File: src/rtl/avc_pkg.sv
// Purpose: Shared constants for the converter control and status registers
// Assumes: 16-bit registers at byte offsets from the module base address
// Notes:   Field positions not fixed by the register map are chosen here once
package avc_pkg;

	// ---------------------------------------------------------------
	// Register offsets
	// ---------------------------------------------------------------
	localparam logic [15:0] OFS_BUFFER_END   = 16'h1000;
	localparam logic [15:0] OFS_GROUP1_SET   = 16'h1006;
	localparam logic [15:0] OFS_GROUP1_CLEAR = 16'h1008;
	localparam logic [15:0] OFS_IRQ_LEVEL    = 16'h100A;
	localparam logic [15:0] OFS_IRQ_ID       = 16'h100C;
	localparam logic [15:0] OFS_STATUS1      = 16'h100E;
	localparam logic [15:0] OFS_CONTROL      = 16'h1010;
	localparam logic [15:0] OFS_RELOC_HI     = 16'h1012;
	localparam logic [15:0] OFS_RELOC_LO     = 16'h1014;
	localparam logic [15:0] OFS_ONE_SHOT     = 16'h1016;
	localparam logic [15:0] OFS_CHAIN        = 16'h101A;
	localparam logic [15:0] OFS_THRESHOLD    = 16'h1020;
	localparam logic [15:0] OFS_STATUS2      = 16'h1022;

	// ---------------------------------------------------------------
	// Field positions and masks
	// ---------------------------------------------------------------
	localparam int G1_BERR      = 3;
	localparam int G1_SELADDR   = 4;
	localparam int G1_SWRESET   = 7;
	localparam logic [7:0] G1_MASK = 8'h98;
	localparam int CTL_STOP     = 2;
	localparam int CTL_SCOPE    = 4;
	localparam int CTL_BERR_EN  = 5;
	localparam int CTL_ALIGN    = 6;
	localparam logic [6:0] CTL_MASK      = 7'h74;
	localparam logic [6:0] CTL_SOFT_KEEP = 7'h10;
	localparam int CHN_LAST     = 0;
	localparam int CHN_FIRST    = 1;
	localparam int S1_READY     = 0;
	localparam int S1_CHAIN_RDY = 1;
	localparam int S1_BUSY      = 2;
	localparam int S1_CHAIN_BSY = 3;
	localparam int S1_NO_SLOT   = 4;
	localparam int S1_PURGED    = 5;
	localparam int S1_TERM_ON   = 6;
	localparam int S1_TERM_OFF  = 7;
	localparam int S1_THR_HIT   = 8;
	localparam int S2_EMPTY     = 1;
	localparam int S2_FULL      = 2;
	localparam int S2_TYPE_LSB  = 4;
	localparam int LEVEL_W      = 3;
	localparam int THRESH_W     = 5;

	// ---------------------------------------------------------------
	// Reset values
	// ---------------------------------------------------------------
	localparam logic [7:0]          GROUP1_RST  = 8'h00;
	localparam logic [6:0]          CONTROL_RST = 7'h00;
	localparam logic [LEVEL_W-1:0]  LEVEL_RST   = 3'h0;
	localparam logic [7:0]          ID_RST      = 8'h00;
	localparam logic [THRESH_W-1:0] THRESH_RST  = 5'h00;
	localparam logic [7:0]          RELOC_RST   = 8'h00;
	localparam logic [1:0]          CHAIN_RST   = 2'h0;
	localparam logic [31:0]         INVALID_WORD = 32'h0600_0000;

	// ---------------------------------------------------------------
	// Timing
	// ---------------------------------------------------------------
	localparam int CLOCK_PERIOD_NS   = 50;
	localparam int SHOT_RESET_NS     = 1000;
	localparam int SHOT_RESET_CYCLES =
		(SHOT_RESET_NS + CLOCK_PERIOD_NS - 1) / CLOCK_PERIOD_NS;

	typedef enum logic {ST_IDLE, ST_HOLD} avc_bus_state_t;

endpackage

File: src/rtl/avc_regs.sv
// Purpose: Control and status registers of the converter, VME slave side
// Assumes: A32 D16 single cycles for registers, D32 beats for buffer reads
// Notes:   Bus and board pins pass two flip-flops, datapath inputs do not; answers hold until strobe release
`timescale 1ns/1ps
module avc_regs
	import avc_pkg::*;
#(
	parameter int EVENT_CNT_W = 6
)(
	// Clock and reset
	input  wire logic                   i_clock,
	input  wire logic                   i_rstn,
	// VME slave pins
	input  wire logic                   i_as_n,
	input  wire logic                   i_ds_n,
	input  wire logic                   i_write_n,
	input  wire logic                   i_iack_n,
	input  wire logic [31:1]            i_addr,
	input  wire logic [31:0]            i_data,
	output logic      [31:0]            o_data,
	output logic                        o_data_oe,
	output logic                        o_dtack_n,
	output logic                        o_dtack_oe,
	output logic                        o_berr_n,
	output logic                        o_berr_oe,
	output logic      [7:1]             o_irq_n,
	output logic      [7:1]             o_irq_oe,
	// Board pins
	input  wire logic [15:0]            i_base_switch,
	input  wire logic                   i_chain_ready,
	input  wire logic                   i_chain_busy,
	input  wire logic                   i_term_on_all,
	input  wire logic                   i_term_off_all,
	input  wire logic                   i_slot_missing,
	input  wire logic                   i_front_reset,
	input  wire logic [3:0]             i_daughter_type,
	// Datapath
	input  wire logic                   i_conv_active,
	input  wire logic                   i_mem_test,
	input  wire logic [EVENT_CNT_W-1:0] i_events_stored,
	input  wire logic                   i_buf_empty,
	input  wire logic                   i_buf_full,
	input  wire logic [31:0]            i_buf_word,
	input  wire logic                   i_buf_trailer,
	output logic                        o_buf_pop,
	// Module control
	output logic                        o_module_reset,
	output logic                        o_data_reset,
	output logic                        o_stop_after_first_event,
	output logic                        o_align64,
	output logic                        o_chain_excluded,
	output logic                        o_chain_first,
	output logic                        o_chain_last,
	output logic                        o_chain_middle
);

	// ---------------------------------------------------------------
	// Parameter check
	// ---------------------------------------------------------------
	if (EVENT_CNT_W < THRESH_W) begin : g_bad_width
		$error("EVENT_CNT_W must be at least the threshold width");
	end

	localparam int SHOT_W = $clog2(SHOT_RESET_CYCLES + 1);

	function automatic logic is_mapped(input logic [15:0] ofs);
		case (ofs)
			OFS_GROUP1_SET, OFS_GROUP1_CLEAR, OFS_IRQ_LEVEL, OFS_IRQ_ID,
			OFS_STATUS1, OFS_CONTROL, OFS_RELOC_HI, OFS_RELOC_LO,
			OFS_ONE_SHOT, OFS_CHAIN, OFS_THRESHOLD, OFS_STATUS2: is_mapped = 1'b1;
			default: is_mapped = 1'b0;
		endcase
	endfunction

	// ---------------------------------------------------------------
	// Reset release and pin synchronisers
	// ---------------------------------------------------------------
	logic [1:0]  rst_pipe;
	logic        rstn;
	logic        as_s, ds_s, write_s, iack_s;
	logic [31:1] addr_s;
	logic [31:0] data_s;
	logic        ready_s, busy_s, ton_s, toff_s, noslot_s, front_s;
	logic [3:0]  dtype_s;
	logic [15:0] base_sw_s;

	always_ff @(posedge i_clock or negedge i_rstn) begin
		if (!i_rstn) begin
			rst_pipe <= 2'h0;
		end else begin
			rst_pipe <= {rst_pipe[0], 1'b1};
		end
	end
	assign rstn = rst_pipe[1];

	avc_sync2 #(.W(67), .RST_VAL({4'hF, 63'h0})) u_bus_sync (
		.i_clock (i_clock),
		.i_rstn  (rstn),
		.i_d     ({i_as_n, i_ds_n, i_write_n, i_iack_n, i_addr, i_data}),
		.o_q     ({as_s, ds_s, write_s, iack_s, addr_s, data_s})
	);

	avc_sync2 #(.W(26), .RST_VAL(26'h0)) u_pin_sync (
		.i_clock (i_clock),
		.i_rstn  (rstn),
		.i_d     ({i_chain_ready, i_chain_busy, i_term_on_all, i_term_off_all,
		           i_slot_missing, i_front_reset, i_daughter_type, i_base_switch}),
		.o_q     ({ready_s, busy_s, ton_s, toff_s, noslot_s, front_s, dtype_s,
		           base_sw_s})
	);

	// ---------------------------------------------------------------
	// Cycle decode
	// ---------------------------------------------------------------
	avc_bus_state_t state;
	logic [7:0]          group1, next_group1;
	logic [6:0]          ctl;
	logic [LEVEL_W-1:0]  irq_level;
	logic [7:0]          irq_id;
	logic [THRESH_W-1:0] threshold;
	logic [7:0]          reloc_hi, reloc_lo;
	logic [1:0]          chain;
	logic [SHOT_W-1:0]   shot_cnt;
	logic                irq_pending, thr_eq, thr_eq_q;
	logic                pad_pending, done, odd, purged;
	logic [15:0]         ofs, wdata, base, reg_rdata, status1, status2;
	logic                start, hit, reg_acc, reg_wr, buf_beat, iack_hit;
	logic                soft_rst, busy;
	logic                ans_go, ans_rd, berr_now, pop;
	logic [31:0]         ans_word;

	assign ofs   = {addr_s[15:1], 1'b0};
	assign wdata = data_s[15:0];
	assign base  = group1[G1_SELADDR] ? {reloc_hi, reloc_lo} : base_sw_s;
	assign start = (state == ST_IDLE) && !as_s && !ds_s;
	assign hit   = start && iack_s && (addr_s[31:16] == base);
	assign reg_acc  = hit && is_mapped(ofs);
	assign reg_wr   = reg_acc && !write_s;
	assign buf_beat = hit && write_s && (ofs < OFS_BUFFER_END);
	assign iack_hit = start && !iack_s && irq_pending && (addr_s[3:1] == irq_level);

	// ---------------------------------------------------------------
	// Mode group one, control and plain registers
	// ---------------------------------------------------------------
	always_comb begin
		next_group1 = group1;
		if (reg_wr && ofs == OFS_GROUP1_SET) begin
			next_group1 = group1 | (wdata[7:0] & G1_MASK);
		end
		if (reg_wr && ofs == OFS_GROUP1_CLEAR) begin
			next_group1 = group1 & ~wdata[7:0];
		end
		if (soft_rst) begin
			next_group1[G1_BERR] = 1'b0;
		end
		// A bus error in the same cycle as a clear still leaves its mark
		if (berr_now) begin
			next_group1[G1_BERR] = 1'b1;
		end
	end

	always_ff @(posedge i_clock or negedge rstn) begin
		if (!rstn) begin
			group1 <= GROUP1_RST;
		end else begin
			group1 <= next_group1;
		end
	end

	// Scope bit survives soft reset so a front reset cannot undo itself
	always_ff @(posedge i_clock or negedge rstn) begin
		if (!rstn) begin
			ctl <= CONTROL_RST;
		end else if (soft_rst) begin
			ctl <= ctl & CTL_SOFT_KEEP;
		end else if (reg_wr && ofs == OFS_CONTROL) begin
			ctl <= wdata[6:0] & CTL_MASK;
		end
	end

	always_ff @(posedge i_clock or negedge rstn) begin
		if (!rstn) begin
			irq_level <= LEVEL_RST;
			irq_id    <= ID_RST;
			threshold <= THRESH_RST;
			reloc_hi  <= RELOC_RST;
			reloc_lo  <= RELOC_RST;
			chain     <= CHAIN_RST;
		end else if (reg_wr) begin
			case (ofs)
				OFS_IRQ_LEVEL: irq_level <= wdata[LEVEL_W-1:0];
				OFS_IRQ_ID:    irq_id    <= wdata[7:0];
				OFS_THRESHOLD: threshold <= wdata[THRESH_W-1:0];
				OFS_RELOC_HI:  reloc_hi  <= wdata[7:0];
				OFS_RELOC_LO:  reloc_lo  <= wdata[7:0];
				OFS_CHAIN:     chain     <= wdata[1:0];
				default:       chain     <= chain;
			endcase
		end
	end

	// ---------------------------------------------------------------
	// Resets
	// ---------------------------------------------------------------
	always_ff @(posedge i_clock or negedge rstn) begin
		if (!rstn) begin
			shot_cnt <= '0;
		end else if (reg_wr && ofs == OFS_ONE_SHOT) begin
			shot_cnt <= SHOT_W'(SHOT_RESET_CYCLES);
		end else if (shot_cnt != '0) begin
			shot_cnt <= shot_cnt - 1'b1;
		end
	end

	assign soft_rst = group1[G1_SWRESET] || (shot_cnt != '0)
		|| (front_s && ctl[CTL_SCOPE]);

	always_ff @(posedge i_clock or negedge rstn) begin
		if (!rstn) begin
			o_module_reset <= 1'b0;
			o_data_reset   <= 1'b0;
		end else begin
			o_module_reset <= soft_rst;
			o_data_reset   <= front_s && !ctl[CTL_SCOPE];
		end
	end

	a_one_shot_len: assert property (@(posedge i_clock) disable iff (!rstn)
		reg_wr && ofs == OFS_ONE_SHOT |=> ##1 o_module_reset [*8])
		else $error("one-shot write did not hold module reset");
	a_soft_keeps_scope: assert property (@(posedge i_clock) disable iff (!rstn)
		soft_rst |=> (ctl & ~CTL_SOFT_KEEP) == 7'h00 && ctl[CTL_SCOPE] == $past(ctl[CTL_SCOPE]))
		else $error("soft reset handled control bits wrongly");

	// ---------------------------------------------------------------
	// Interrupt request
	// ---------------------------------------------------------------
	assign thr_eq = (threshold != '0) && (irq_level != '0)
		&& (i_events_stored == EVENT_CNT_W'(threshold));

	always_ff @(posedge i_clock or negedge rstn) begin
		if (!rstn) begin
			thr_eq_q    <= 1'b0;
			irq_pending <= 1'b0;
		end else begin
			thr_eq_q <= thr_eq;
			if (thr_eq && !thr_eq_q) begin
				irq_pending <= 1'b1;
			end else if (iack_hit || soft_rst || irq_level == '0 || threshold == '0) begin
				irq_pending <= 1'b0;
			end
		end
	end

	always_comb begin
		o_irq_oe = 7'h00;
		if (irq_pending && irq_level != '0) begin
			o_irq_oe[irq_level] = 1'b1;
		end
	end
	assign o_irq_n = 7'h00;

	a_level_zero: assert property (@(posedge i_clock) disable iff (!rstn)
		irq_level == '0 |-> o_irq_oe == 7'h00)
		else $error("interrupt driven with level zero");
	a_thr_zero: assert property (@(posedge i_clock) disable iff (!rstn)
		threshold == '0 |=> !irq_pending)
		else $error("threshold zero still requests");

	// ---------------------------------------------------------------
	// Block readout sequencing
	// ---------------------------------------------------------------
	always_ff @(posedge i_clock or negedge rstn) begin
		if (!rstn) begin
			pad_pending <= 1'b0;
			done        <= 1'b0;
			odd         <= 1'b0;
			purged      <= 1'b0;
		end else if (soft_rst || o_data_reset) begin
			pad_pending <= 1'b0;
			done        <= 1'b0;
			odd         <= 1'b0;
			purged      <= 1'b0;
		end else begin
			// Releasing the address strobe closes the block
			if (as_s) begin
				done <= 1'b0;
			end
			if (buf_beat && pad_pending) begin
				pad_pending <= 1'b0;
			end
			if (pop) begin
				odd    <= i_buf_trailer ? 1'b0 : ~odd;
				purged <= 1'b0;
				if (i_buf_trailer) begin
					pad_pending <= ctl[CTL_ALIGN] && !odd;
					done        <= ctl[CTL_STOP];
					purged      <= ctl[CTL_STOP];
				end
			end
			if (buf_beat && !pad_pending && !pop) begin
				done   <= 1'b1;
				purged <= 1'b1;
			end
		end
	end

	always_comb begin
		ans_go   = 1'b0;
		ans_rd   = 1'b0;
		berr_now = 1'b0;
		pop      = 1'b0;
		ans_word = INVALID_WORD;
		if (iack_hit) begin
			ans_go   = 1'b1;
			ans_rd   = 1'b1;
			ans_word = {24'h000000, irq_id};
		end else if (buf_beat) begin
			ans_go = 1'b1;
			ans_rd = 1'b1;
			if (!pad_pending) begin
				if (done || i_buf_empty) begin
					berr_now = ctl[CTL_BERR_EN];
				end else begin
					ans_word = i_buf_word;
					pop      = 1'b1;
					berr_now = ctl[CTL_BERR_EN] && ctl[CTL_STOP] && i_buf_trailer;
				end
			end
		end else if (reg_acc) begin
			ans_go   = 1'b1;
			ans_rd   = write_s;
			ans_word = {16'h0000, reg_rdata};
		end
	end
	assign o_buf_pop = pop;

	a_pad_word: assert property (@(posedge i_clock) disable iff (!rstn)
		buf_beat && pad_pending |=> o_data == INVALID_WORD && !o_buf_pop)
		else $error("alignment pad word not returned");
	a_bus_error_raised: assert property (@(posedge i_clock) disable iff (!rstn)
		berr_now |=> o_berr_oe && !o_dtack_oe && group1[G1_BERR])
		else $error("bus error not signalled or not flagged");

	// ---------------------------------------------------------------
	// Answer phase
	// ---------------------------------------------------------------
	always_ff @(posedge i_clock or negedge rstn) begin
		if (!rstn) begin
			state      <= ST_IDLE;
			o_data     <= 32'h0000_0000;
			o_data_oe  <= 1'b0;
			o_dtack_oe <= 1'b0;
			o_berr_oe  <= 1'b0;
		end else begin
			case (state)
				ST_IDLE: begin
					if (ans_go) begin
						state      <= ST_HOLD;
						o_data     <= ans_word;
						o_data_oe  <= ans_rd;
						o_dtack_oe <= !berr_now;
						o_berr_oe  <= berr_now;
					end
				end
				ST_HOLD: begin
					if (ds_s) begin
						state      <= ST_IDLE;
						o_data_oe  <= 1'b0;
						o_dtack_oe <= 1'b0;
						o_berr_oe  <= 1'b0;
					end
				end
				default: state <= ST_IDLE;
			endcase
		end
	end
	assign o_dtack_n = 1'b0;
	assign o_berr_n  = 1'b0;

	a_iack_vector: assert property (@(posedge i_clock) disable iff (!rstn)
		iack_hit |=> o_data == {24'h000000, $past(irq_id)} && o_dtack_oe && !irq_pending)
		else $error("acknowledge did not return the status id");

	// ---------------------------------------------------------------
	// Status and read mux
	// ---------------------------------------------------------------
	assign busy = i_conv_active || soft_rst || o_data_reset
		|| i_buf_full || i_mem_test;

	always_comb begin
		status1               = 16'h0000;
		status1[S1_READY]     = i_events_stored != '0;
		status1[S1_CHAIN_RDY] = ready_s;
		status1[S1_BUSY]      = busy;
		status1[S1_CHAIN_BSY] = busy_s;
		status1[S1_NO_SLOT]   = noslot_s;
		status1[S1_PURGED]    = purged;
		status1[S1_TERM_ON]   = ton_s;
		status1[S1_TERM_OFF]  = toff_s;
		status1[S1_THR_HIT]   = irq_pending;
		status2               = 16'h0000;
		status2[S2_EMPTY]     = i_buf_empty;
		status2[S2_FULL]      = i_buf_full;
		status2[S2_TYPE_LSB +: 4] = dtype_s;
	end

	always_comb begin
		case (ofs)
			OFS_GROUP1_SET, OFS_GROUP1_CLEAR: reg_rdata = {8'h00, group1};
			OFS_IRQ_LEVEL: reg_rdata = {13'h0000, irq_level};
			OFS_IRQ_ID:    reg_rdata = {8'h00, irq_id};
			OFS_STATUS1:   reg_rdata = status1;
			OFS_CONTROL:   reg_rdata = {9'h000, ctl};
			OFS_RELOC_HI:  reg_rdata = {8'h00, reloc_hi};
			OFS_RELOC_LO:  reg_rdata = {8'h00, reloc_lo};
			OFS_THRESHOLD: reg_rdata = {11'h000, threshold};
			OFS_STATUS2:   reg_rdata = status2;
			default:       reg_rdata = 16'h0000;
		endcase
	end

	a_ready_flag: assert property (@(posedge i_clock) disable iff (!rstn)
		reg_acc && write_s && ofs == OFS_STATUS1 |=> o_data[S1_READY] == ($past(i_events_stored) != '0))
		else $error("ready flag disagrees with stored events");
	a_busy_causes: assert property (@(posedge i_clock) disable iff (!rstn)
		(i_conv_active || i_buf_full || i_mem_test) |-> status1[S1_BUSY])
		else $error("busy flag missing");
	a_clear_bits: assert property (@(posedge i_clock) disable iff (!rstn)
		reg_wr && ofs == OFS_GROUP1_CLEAR && wdata[G1_SELADDR] |=> !group1[G1_SELADDR])
		else $error("clear write left bit set");

	// ---------------------------------------------------------------
	// Module control outputs
	// ---------------------------------------------------------------
	assign o_stop_after_first_event = ctl[CTL_STOP];
	assign o_align64        = ctl[CTL_ALIGN];
	assign o_chain_excluded = !chain[CHN_FIRST] && !chain[CHN_LAST];
	assign o_chain_first    = chain[CHN_FIRST] && !chain[CHN_LAST];
	assign o_chain_last     = !chain[CHN_FIRST] && chain[CHN_LAST];
	assign o_chain_middle   = chain[CHN_FIRST] && chain[CHN_LAST];

	a_chain_decode: assert property (@(posedge i_clock) disable iff (!rstn)
		reg_wr && ofs == OFS_CHAIN && wdata[1:0] == 2'h3 |=> o_chain_middle && !o_chain_first)
		else $error("chain position decoded wrongly");

endmodule

File: src/rtl/avc_sync2.sv
// Purpose: Two flip-flop synchroniser for a bundle of pin inputs
// Assumes: Bits of a bundle are stable together while they are sampled
// Notes:   Reset value is a parameter so idle-high strobes stay idle
`timescale 1ns/1ps
module avc_sync2 #(
	parameter int               W       = 1,
	parameter logic [W-1:0]     RST_VAL = '0
)(
	// Clock and reset
	input  wire logic         i_clock,
	input  wire logic         i_rstn,
	// Data
	input  wire logic [W-1:0] i_d,
	output logic      [W-1:0] o_q
);
	logic [W-1:0] meta;

	always_ff @(posedge i_clock or negedge i_rstn) begin
		if (!i_rstn) begin
			meta <= RST_VAL;
			o_q  <= RST_VAL;
		end else begin
			meta <= i_d;
			o_q  <= meta;
		end
	end
endmodule
File: config.mk
export PLATFORM = sky130hd
export DESIGN_NAME = avc_regs
export DESIGN_NICKNAME = d
export VERILOG_FILES = /design/src/rtl/avc_pkg.sv /design/src/rtl/avc_regs.sv /design/src/rtl/avc_sync2.sv
export SDC_FILE = /design/constraint.sdc
export NUM_CORES = 1
export LEC_CHECK = 0
export BUFFER_PORTS_ARGS = -buffer_cell sky130_fd_sc_hd__buf_2
export CAP_MARGIN = 25
export CORE_AREA = 2 2 196 198
export CTS_CLUSTER_DIAMETER = 150
export CTS_CLUSTER_SIZE = 24
export DETAILED_ROUTE_END_ITERATION = 12
export DIE_AREA = 0 0 198 200
export PLACE_DENSITY_LB_ADDON = 0.05
export SLEW_MARGIN = 20
export SYNTH_ARGS = -nofsm -noshare
export SYNTH_HDL_FRONTEND = slang
export SYNTH_SLANG_ARGS = --single-unit
File: constraint.sdc
create_clock -name i_clock -period 17.4 [get_ports i_clock]
set_clock_uncertainty 0.2 [all_clocks]
set_input_delay 3.48 -clock i_clock [delete_from_list [all_inputs] [get_ports i_clock]]
set_output_delay 3.48 -clock i_clock [all_outputs]
set_load 0.05 [all_outputs]
---- Word-level counts from Yosys, hierarchy flattened ----
Cells that the tools add are included.
storage, ports and cells
  register bits ........................... 286
  input port bits ......................... 138
operators by class
  bitwise logic cells ..................... 6
  muxes and demuxes ....................... 61
  reduce and logical (&&, ||, !) cells .... 79
  equality and inequality tests ........... 17
  magnitude comparators ................... 3
  $add $sub $neg .......................... 1
operators by type and width
  operator                                                       count
  == test 15 x 12 -> 1 bit (second input constant)               12
  2-to-1 mux 32 bit                                              4
  case mux 9 bit (9 select lines)                                1
  2-to-1 mux 1 bit                                               42
  logical AND 1 bit                                              32
  2-to-1 mux 27 bit                                              1
  2-to-1 mux 7 bit                                               3
  AND reduction 2 bit                                            9
  == test 16 bit                                                 1
  less-than comparator 16 x 13 -> 1 bit (second input constant)  1
  2-to-1 mux 16 bit                                              1
  2-to-1 mux 8 bit                                               2
  logical NOT 1 bit                                              12
  OR reduction 12 bit                                            1
  logical OR 1 bit                                               11
  2-to-1 mux 5 bit                                               2
  nonzero test 2 bit                                             5
  nonzero test 5 bit                                             2
  AND 8 bit                                                      1
  NOT 8 bit                                                      1
  OR 8 bit                                                       1
  case mux 1 bit (2 select lines)                                4
  == test 6 x 5 -> 1 bit                                         1
  nonzero test 3 bit                                             2
  other kinds (13)                                               15

---- Logic depth before layout (Yosys ltp) ----
Gate-level depths: netlist of the first run.
  depth in word-level cells ............... 13
  mapped depth ............................ 10

---- Modules after synthesis ----
A second synthesis of the first run with hierarchy kept.
unflattened totals
  cell total of the unflattened synthesis .. 686
  area, all modules ....................... 9905.8 sq um
modules (own cells, without submodules)
  module                  cells each  times used  area an instance (sq um)
  avc_regs                500         1           5241.3
  avc_sync2 (u_bus_sync)  134         1           3363.2
  avc_sync2 (u_pin_sync)  52          1           1301.2

---- Worst setup path after synthesis of the first run ----
Ideal clock, no wire load.
  path type ............................... input to output
  from .................................... in i_buf_empty
  to ...................................... out o_buf_pop
  arrival time ............................ 4.530 ns
  setup slack ............................. 9.190 ns
  data required time ...................... 13.720 ns
  stages on the path ...................... 4
  buffers on the path ..................... 1
  path through ............................ or3_1 > nor3_1 > and3_1 > buf_2
between the ends
  word-level cells in the longest chain between the ends .. 5
ends and longest elaborated chain
  element             RTL line         text
  start: declaration  avc_regs.sv:41   input wire logic i_buf_empty,
  logical OR 1 bit    avc_regs.sv:322  if (done || i_buf_empty) begin
  2-to-1 mux 1 bit    avc_regs.sv:322
  2-to-1 mux 1 bit    avc_regs.sv:321  if (!pad_pending) begin
  2-to-1 mux 1 bit    avc_regs.sv:318  end else if (buf_beat) begin
  2-to-1 mux 1 bit    avc_regs.sv:314  if (iack_hit) begin
  end: declaration    avc_regs.sv:45   output logic o_buf_pop,
No other way between the ends.

---- Worst setup path after layout of the first run ----
Same ends and word-level chain as after synthesis.

==> impl_results.md, run 1 <==
- Status: finished clean
- Worst-path clk slew: 90 ps
- DIE HEIGHT: 200 µm
- Starting DRT DRC Count: 336
- Post-DR wirelength/cell: 19.62 µm
- CTS H-Tree Depth: 1
- Max Transition Viols Final: 0
- Vias/cell: 4.309
- Top post-synthesis cells by area: dfrtp_1 64%, mux2i_1 3.6%, mux2_1 2.7%
- Antenna cells: 0
- WP data arrival: 5180 ps
- Asr flop ratio synth: 100.0%
- Avg Inst Size Synth: 13.59 µm²
- CP Class: primary input to output pin
- Tot GR Track Use: 13.33%
- Vias post-DR: 5753
- Layout fillers: 3867
- Achievable Freq: 112.9 MHz
- R2r worst-path depth: 7
- Most frequent cells in the layout: 226 x dfrtp_1, 164 x buf_2, 53 x nand2_1
- Pre-antenna DRT Iters: 6
- Minimum clock period after layout: 8857 ps
- Final design utilization: 28.57%
- Yosys warns: 0
- Syn Inst Count: 654
- Simple-Gate Fraction of Synth Area: 12.32%
- DP HPWL: 19810 µm
- Die area: 39600 µm²
- Number of port buffers: 164
- Xor/xnor share of the synthesized area: 2.464%
- Clk Latency, worst-skew pair: 490 ps
- Worst-Margin Slew: 1044 ps
- Starting Density: 23.76%
- Drt total wl: 26200 µm
- Post-synth top area share: 63.93%
- Synthesized area: 8885 µm²
- Startpoint Class: primary input
- Max cap viols: 0
- Post-synth top area cell: dfrtp_1
- Hold violation count in the final report: 0
- Clock buffer depth: 3
- HP Class: flip-flop to async pin
- Leakage: 0.004903 µW
- Cts hold-fix bufs: 0
- P per Cell Area: 88.38 nW/µm²
- Post-synthesis adder-cell area fraction: 0.2817%
- Die W: 198 µm
- Largest net degree at the start of global routing: 73
- Total CTS buffers: 13
- Post-CTS setup buffer count: 0
- Sequential area share after synthesis: 66.30%
- Slew margin rel.: 29.88%
- Root buffer cell: clkbuf_16
- Flops & latches, synth: 235
- Nets: 958
- Yosys cell types: 67
- RR Startpoint: group1[4]$_DFFE_PN0P_
- Area Growth Syn to Fin: 20.28%
- FF-to-FF End: reloc_hi[1]$_DFFE_PN0P_
- Layout cell share with drive strength beyond 1: 27.79%
- Max IR drop VDD: 42.65 µV
- Reg2reg setup slack: 12900 ps
- Setup tns final: 0 ps
- Gp weighted congestion: 0.8089
- Clk sinks: 235
- Vias in the first global route: 6099
- Total grt overflow: 0
- Largest family of logic cells by synthesized area: simple AND/OR/NAND/NOR gates
- RSZ-0062 raised after global routing: false
- First-pass GRT wire length: 39210 µm
- Register area: 5894 µm²
- Mux contribution to synthesized area: 8.421%
- Commonest non-fill, non-tap cell in the layout: dfrtp_1
- DRC viols: 0
- Initial antenna violation count: 0
- Post-route ant nets: 0
- Crit. End Element: output pin
- Critical Path RT: 13720 ps
- Critical Path Fanout Max: 11
- Synth Flop Type: dfrtp_1
- Rows: 71
- Period utilization: 50.90%
- CORE AREA: 37400 µm²
- IO Count: 198
- CTS tree: yes
- Post_cts resized: 0
- Post-synthesis compound-gate area fraction: 7.661%
- Footprint of the multi-input gates: 2824 µm²
- Final setup violation count: 0
- Post-synth EDFFs: 0
-- report_power, final --
group          switching [µW]  total, µW  internal, µW
registers                10.6        574           563
clock network             178        320           142
logic                    32.5       50.7          18.2
total                     222        944           723
-- cells by family after synthesis --
family	count (synthesis)
multiplexers	70
buffers and inverters	42
adder cells (fa/ha/maj)	2
AO/OA/AOI/OAI	86
flip-flops	235
other	2
XOR/XNOR	25
AND/OR/NAND/NOR	192
-- worst max path at each step --
stage | start | endpoint | cells after the start
2_1_floorplan | i_buf_empty | o_buf_pop | 4
3_3_place_gp | i_buf_empty | o_buf_pop | 5
3_5_place_dp | i_buf_empty | o_buf_pop | 5
4_1_cts | i_buf_empty | o_buf_pop | 5
5_1_grt | i_buf_empty | o_buf_pop | 5
6_report | i_buf_empty | o_buf_pop | 5
-- worst max-delay path: stages --
cell and delay [ps]:
buf_2 140, or3_1 450, nor3_1 180, and3_1 550, buf_2 370
-- per-layer routing --
metal | vias up | share of wire [%] | track usage, %
met3 | 27 | 6.2 | 2.285
met1 | 2901 | 45 | 18.69
li1 | 2638 | - | -
met5 | - | 0 | 0
met4 | 0 | 1.7 | 2.868
met2 | 187 | 47 | 21.70
-- cells in the mapped netlist, types with 10 or more instances --
cell type  count
dfrtp_1      227
nand2_1       53
mux2i_1       32
nor2_1        32
a22o_1        22
mux2_1        21
mux2_2        17
nor3_1        17
xnor2_1       17
clkbuf_1      14
nand3_1       12
a21oi_1       10
-- registers in the layout, indices dropped and copies added (netlist names), 26 cells and up --
register / flops
o_data: 32
u_pin_sync.o_q: 26
u_pin_sync.meta: 26
u_bus_sync.o_q: 43
u_bus_sync.meta: 43
-- metrics by stage --
| step | area (µm²) | total power [µW] | cells | worst slack [ps] | hold slack (ps) |
|---|---|---|---|---|---|
| after global placement | 10270 | 635.9 | 1312 | 8444 | 137.2 |
| after CTS | 10660 | 968.6 | 1334 | 8492 | 150.5 |
| after global routing | 10690 | 997.0 | 1335 | 8432 | 125.2 |
| after detailed placement | 10300 | 636.4 | 1313 | 8460 | 134.7 |
| after floorplan | 8915 | 608.8 | 662 | 9190 | 131.2 |
| final | 10690 | 944.5 | 1335 | 8543 | 67.68 |
-- area by class of cell --
class	instances	share of cell area [%]
Clock buffer	20	3.290
Clock inverter	1	0.07025
Inverter	9	0.3161
Multi-Input combinational cell	385	26.43
Sequential cell	235	55.16
Tap cell	511	5.983
Timing Repair Buffer	174	8.758
(Power assumes the default switching activity.)
==> run 2: changes to the inputs <==
--- a/config.mk
+++ b/config.mk
@@ -5,13 +5,14 @@
 export SDC_FILE = /design/constraint.sdc
 export NUM_CORES = 1
 export LEC_CHECK = 0
+export ABC_AREA = 1
 export BUFFER_PORTS_ARGS = -buffer_cell sky130_fd_sc_hd__buf_2
 export CAP_MARGIN = 25
-export CORE_AREA = 2 2 196 198
+export CORE_AREA = 2 2 203 205
 export CTS_CLUSTER_DIAMETER = 150
 export CTS_CLUSTER_SIZE = 24
 export DETAILED_ROUTE_END_ITERATION = 12
-export DIE_AREA = 0 0 198 200
+export DIE_AREA = 0 0 205 207
 export PLACE_DENSITY_LB_ADDON = 0.05
 export SLEW_MARGIN = 20
 export SYNTH_ARGS = -nofsm -noshare
==> constraint.sdc (replaced) <==
create_clock -name i_clock -period 8.9 [get_ports i_clock]
set_clock_uncertainty 0.2 [all_clocks]
set_input_delay 1.78 -clock i_clock [delete_from_list [all_inputs] [get_ports i_clock]]
set_output_delay 1.78 -clock i_clock [all_outputs]
set_load 0.05 [all_outputs]
==> run 2 against run 1 <==
Cell count increased by 31%. Total power increased by 99%. Core utilization decreased by 0.63 points. Worst setup slack got worse by 5400 ps. Final area increased by 5.6%. First-iteration DRC count increased by 10%. Register-to-register slack got worse by 7700 ps. Die area increased by 7.2%. Highest routed layer unchanged.
==> impl_results.md, run 2 <==
- Biggest regs: u_bus_sync.meta x43, u_bus_sync.o_q x43, o_data x32
- Top cells by count, synth: 356 x nand2_1, 227 x dfrtp_1, 105 x inv_1
- Vias post-DR: 7171 (+25%)
- Asr flop ratio synth: 100.0% (unchanged)
- Total CTS buffers: 13 (unchanged)
- Post-route ant nets: 0 (unchanged)
- Synthesized area: 9555 µm² (+7.5%)
- R2r worst-path depth: 12 (+5)
- Slowest stage delay, CP: 830 ps (+280 ps)
- Most used cell, CP: nand2_1
- Avg Inst Size Synth: 9.126 µm² (-33%)
- Post-synth top area share: 59.45% (-4.5 points)
- Crit. End Element: output pin
- Cts hold-fix bufs: 0 (unchanged)
- Crit path cell chain: inv_2, nand2_1, nand2_1, xnor2_1, nand4_1, nor3_1, nand2_1, nor2_2, buf_4, buf_2
- Grt met1 use: 20.83% (+2.1 points)
- Layout cell share with drive strength beyond 1: 18.06% (-9.7 points)
- Final setup violation count: 0 (unchanged)
- Nets: 1352 (+41%)
- Clk Latency, worst-skew pair: 500 ps (about the same)
- Clk sinks: 235 (unchanged)
- Tot GR Track Use: 13.99% (+0.66 points)
- CTS H-Tree Depth: 1 (unchanged)
- Vias in the first global route: 7362 (+21%)
- Most frequent cell after synthesis: nand2_1
- Initial antenna violation count: 0 (unchanged)
- Setup WS pre-CTS: 3624 ps (-4836 ps)
- First-pass GRT wire length: 45570 µm (+16%)
- Vias/cell: 4.098 (-4.9%)
- Max cap viols: 0 (unchanged)
- Startpoint Class: flip-flop
- CORE AREA: 40370 µm² (+7.9%)
- Worst path slowest cell: dfrtp_1
- Number of port buffers: 164 (unchanged)
- Synth Flop Type: dfrtp_1
- Area Growth Syn to Fin: 18.06%
- Commonest non-fill, non-tap cell in the layout: nand2_1
- Top post-synthesis cells by area: dfrtp_1 59%, nand2_1 14%, inv_1 4.1%
- RSZ-0062 raised after global routing: false
- Syn Inst Count: 1047 (+60%)
- Starting DRT DRC Count: 370 (+10%)
- Total grt overflow: 0 (unchanged)
- Most used routing layer: met2
- Post-DR wirelength/cell: 16.84 µm (-14%)
- Post-synth top area cell: dfrtp_1
- Setup tns final: 0 ps (unchanged)
- Post_cts resized: 0 (unchanged)
- Drt total wl: 29470 µm (+12%)
- DRC viols: 0 (unchanged)
- Max IR drop VDD: 98.56 µV (+130%)
- WP data arrival: 3740 ps (-1440 ps)
- Most frequent cells in the layout: 356 x nand2_1, 226 x dfrtp_1, 164 x buf_2
- Met3 Track Usage GR: 1.904% (-0.38 points)
- DIE HEIGHT: 207 µm (+3.5%)
- P per Cell Area: 166.7 nW/µm² (+89%)
- Status: finished clean
- Met2 Usage GRT: 21.67% (-0.032 points)
- Gp weighted congestion: 0.7968 (-1.5%)
- Max Transition Viols Final: 0 (unchanged)
- Post-synth EDFFs: 0 (unchanged)
- Yosys cell types: 43 (-36%)
- Die W: 205 µm (+3.5%)
- HP Class: flip-flop to async pin
- Largest net degree at the start of global routing: 73 (unchanged)
- Layout fillers: 4419 (+14%)
- Slew margin rel.: 38.22% (+8.3 points)
- Critical Path Fanout Max: 24 (+13)
- DP HPWL: 22300 µm (+13%)
- Hold violation count in the final report: 0 (unchanged)
- Rows: 74 (+4.2%)
- Worst-path clk slew: 120 ps (+30 ps)
- Placed insts: 1729 (+32%)
- Final setup margin: 3181 ps (-5362 ps)
- Die area: 42440 µm² (+7.2%)
- Starting Density: 23.67% (-0.086 points)
- Sequential area share after synthesis: 61.65% (-4.7 points)
- CTS tree: yes
- IO Count: 198 (unchanged)
- Achievable Freq: 174.9 MHz
- Flops & latches, synth: 235 (unchanged)
- Critical Path RT: 6920 ps (-6800 ps)
- Non-filler cells, final: 1750 (+31%)
- Post-CTS setup buffer count: 0 (unchanged)
- Antenna cells: 0 (unchanged)
- Pre-antenna DRT Iters: 5 (-1)
- Root buffer cell: clkbuf_16
- Leakage: 0.005832 µW (+19%)
- Clock buffer depth: 3 (unchanged)
- Worst-Margin Slew: 919.7 ps (-124.3 ps)
- Period utilization: 64.26%
- CP Class: flip-flop to output pin
- Minimum clock period after layout: 5719 ps
- Yosys warns: 0 (unchanged)
run 2: worst paths after layout:
check / startpoint / end / slack [ps]
setup / recovery: group1[4]$_DFFE_PN0P_ / o_buf_pop / 3180
setup reg to reg: group1[4]$_DFFE_PN0P_ / o_data[8]$_DFFE_PN0P_ / 5230
hold reg to reg: rst_pipe[1]$_DFF_PN0_ / u_pin_sync.o_q[25]$_DFF_PN0_ / 110
hold / removal: rst_pipe[1]$_DFF_PN0_ / u_pin_sync.o_q[25]$_DFF_PN0_ / 110
max in group asynchronous: rst_pipe[1]$_DFF_PN0_ / u_bus_sync.o_q[58]$_DFF_PN0_ / 6330
min in group i_clock: u_bus_sync.meta[42]$_DFF_PN0_ / u_bus_sync.o_q[42]$_DFF_PN0_ / 140
run 2: metrics by stage:
stage	hold WS, ps	area, µm²	utilization [%]	power, µW
after detailed placement	134.7	10920	27.05	1257
after global routing	146.5	11280	27.94	1985
after CTS	132.6	11280	27.94	1927
after floorplan	131.2	9585	-	1200
after global placement	133.2	10920	27.05	1257
final	113.4	11280	27.94	1880
run 2: kinds of logic (layout without fill, tap and decap cells):
kind of cell	Yosys count	after routing	share of synthesized area, %
XOR/XNOR	8	8	0.7333
adder cells (fa/ha/maj)	2	2	0.2618
other	2	10	0.07859
flip-flops	235	235	61.65
AO/OA/AOI/OAI	87	87	5.513
buffers and inverters	134	297	6.207
AND/OR/NAND/NOR	579	579	25.56
run 2: area by class of cell:
class	instances	area [µm²]	share of cell area, %
clock inverter	1	7.507	0.06655
timing repair buffer	169	858.3	7.609
inverter	107	401.6	3.560
tap	532	665.6	5.901
sequential	235	5894	52.25
multi-input combinational	686	3102	27.50
clock buffer	20	351.6	3.117
run 2: per-layer routing:
layer  part of all wire, %  vias up
met5                     0        -
met4                   1.6        0
met3                   4.3       26
met2                    44      154
met1                    50     3399
li1                      -     3592
run 2: worst max-delay path: cells and delay by family, from the launching register on:
family / cells / cell delay, ps
xor gates and xnor gates: 1 / 340
buffers and inverters: 3 / 950
DFF: 1 / 830
and+or+nand+nor: 6 / 1110
run 2: where the power goes:
group,switching (µW),internal (µW),total [µW]
Combinational,76.3,33.2,110
Sequential,19.5,1100,1120
Clock,371,278,649
Total,467,1410,1880
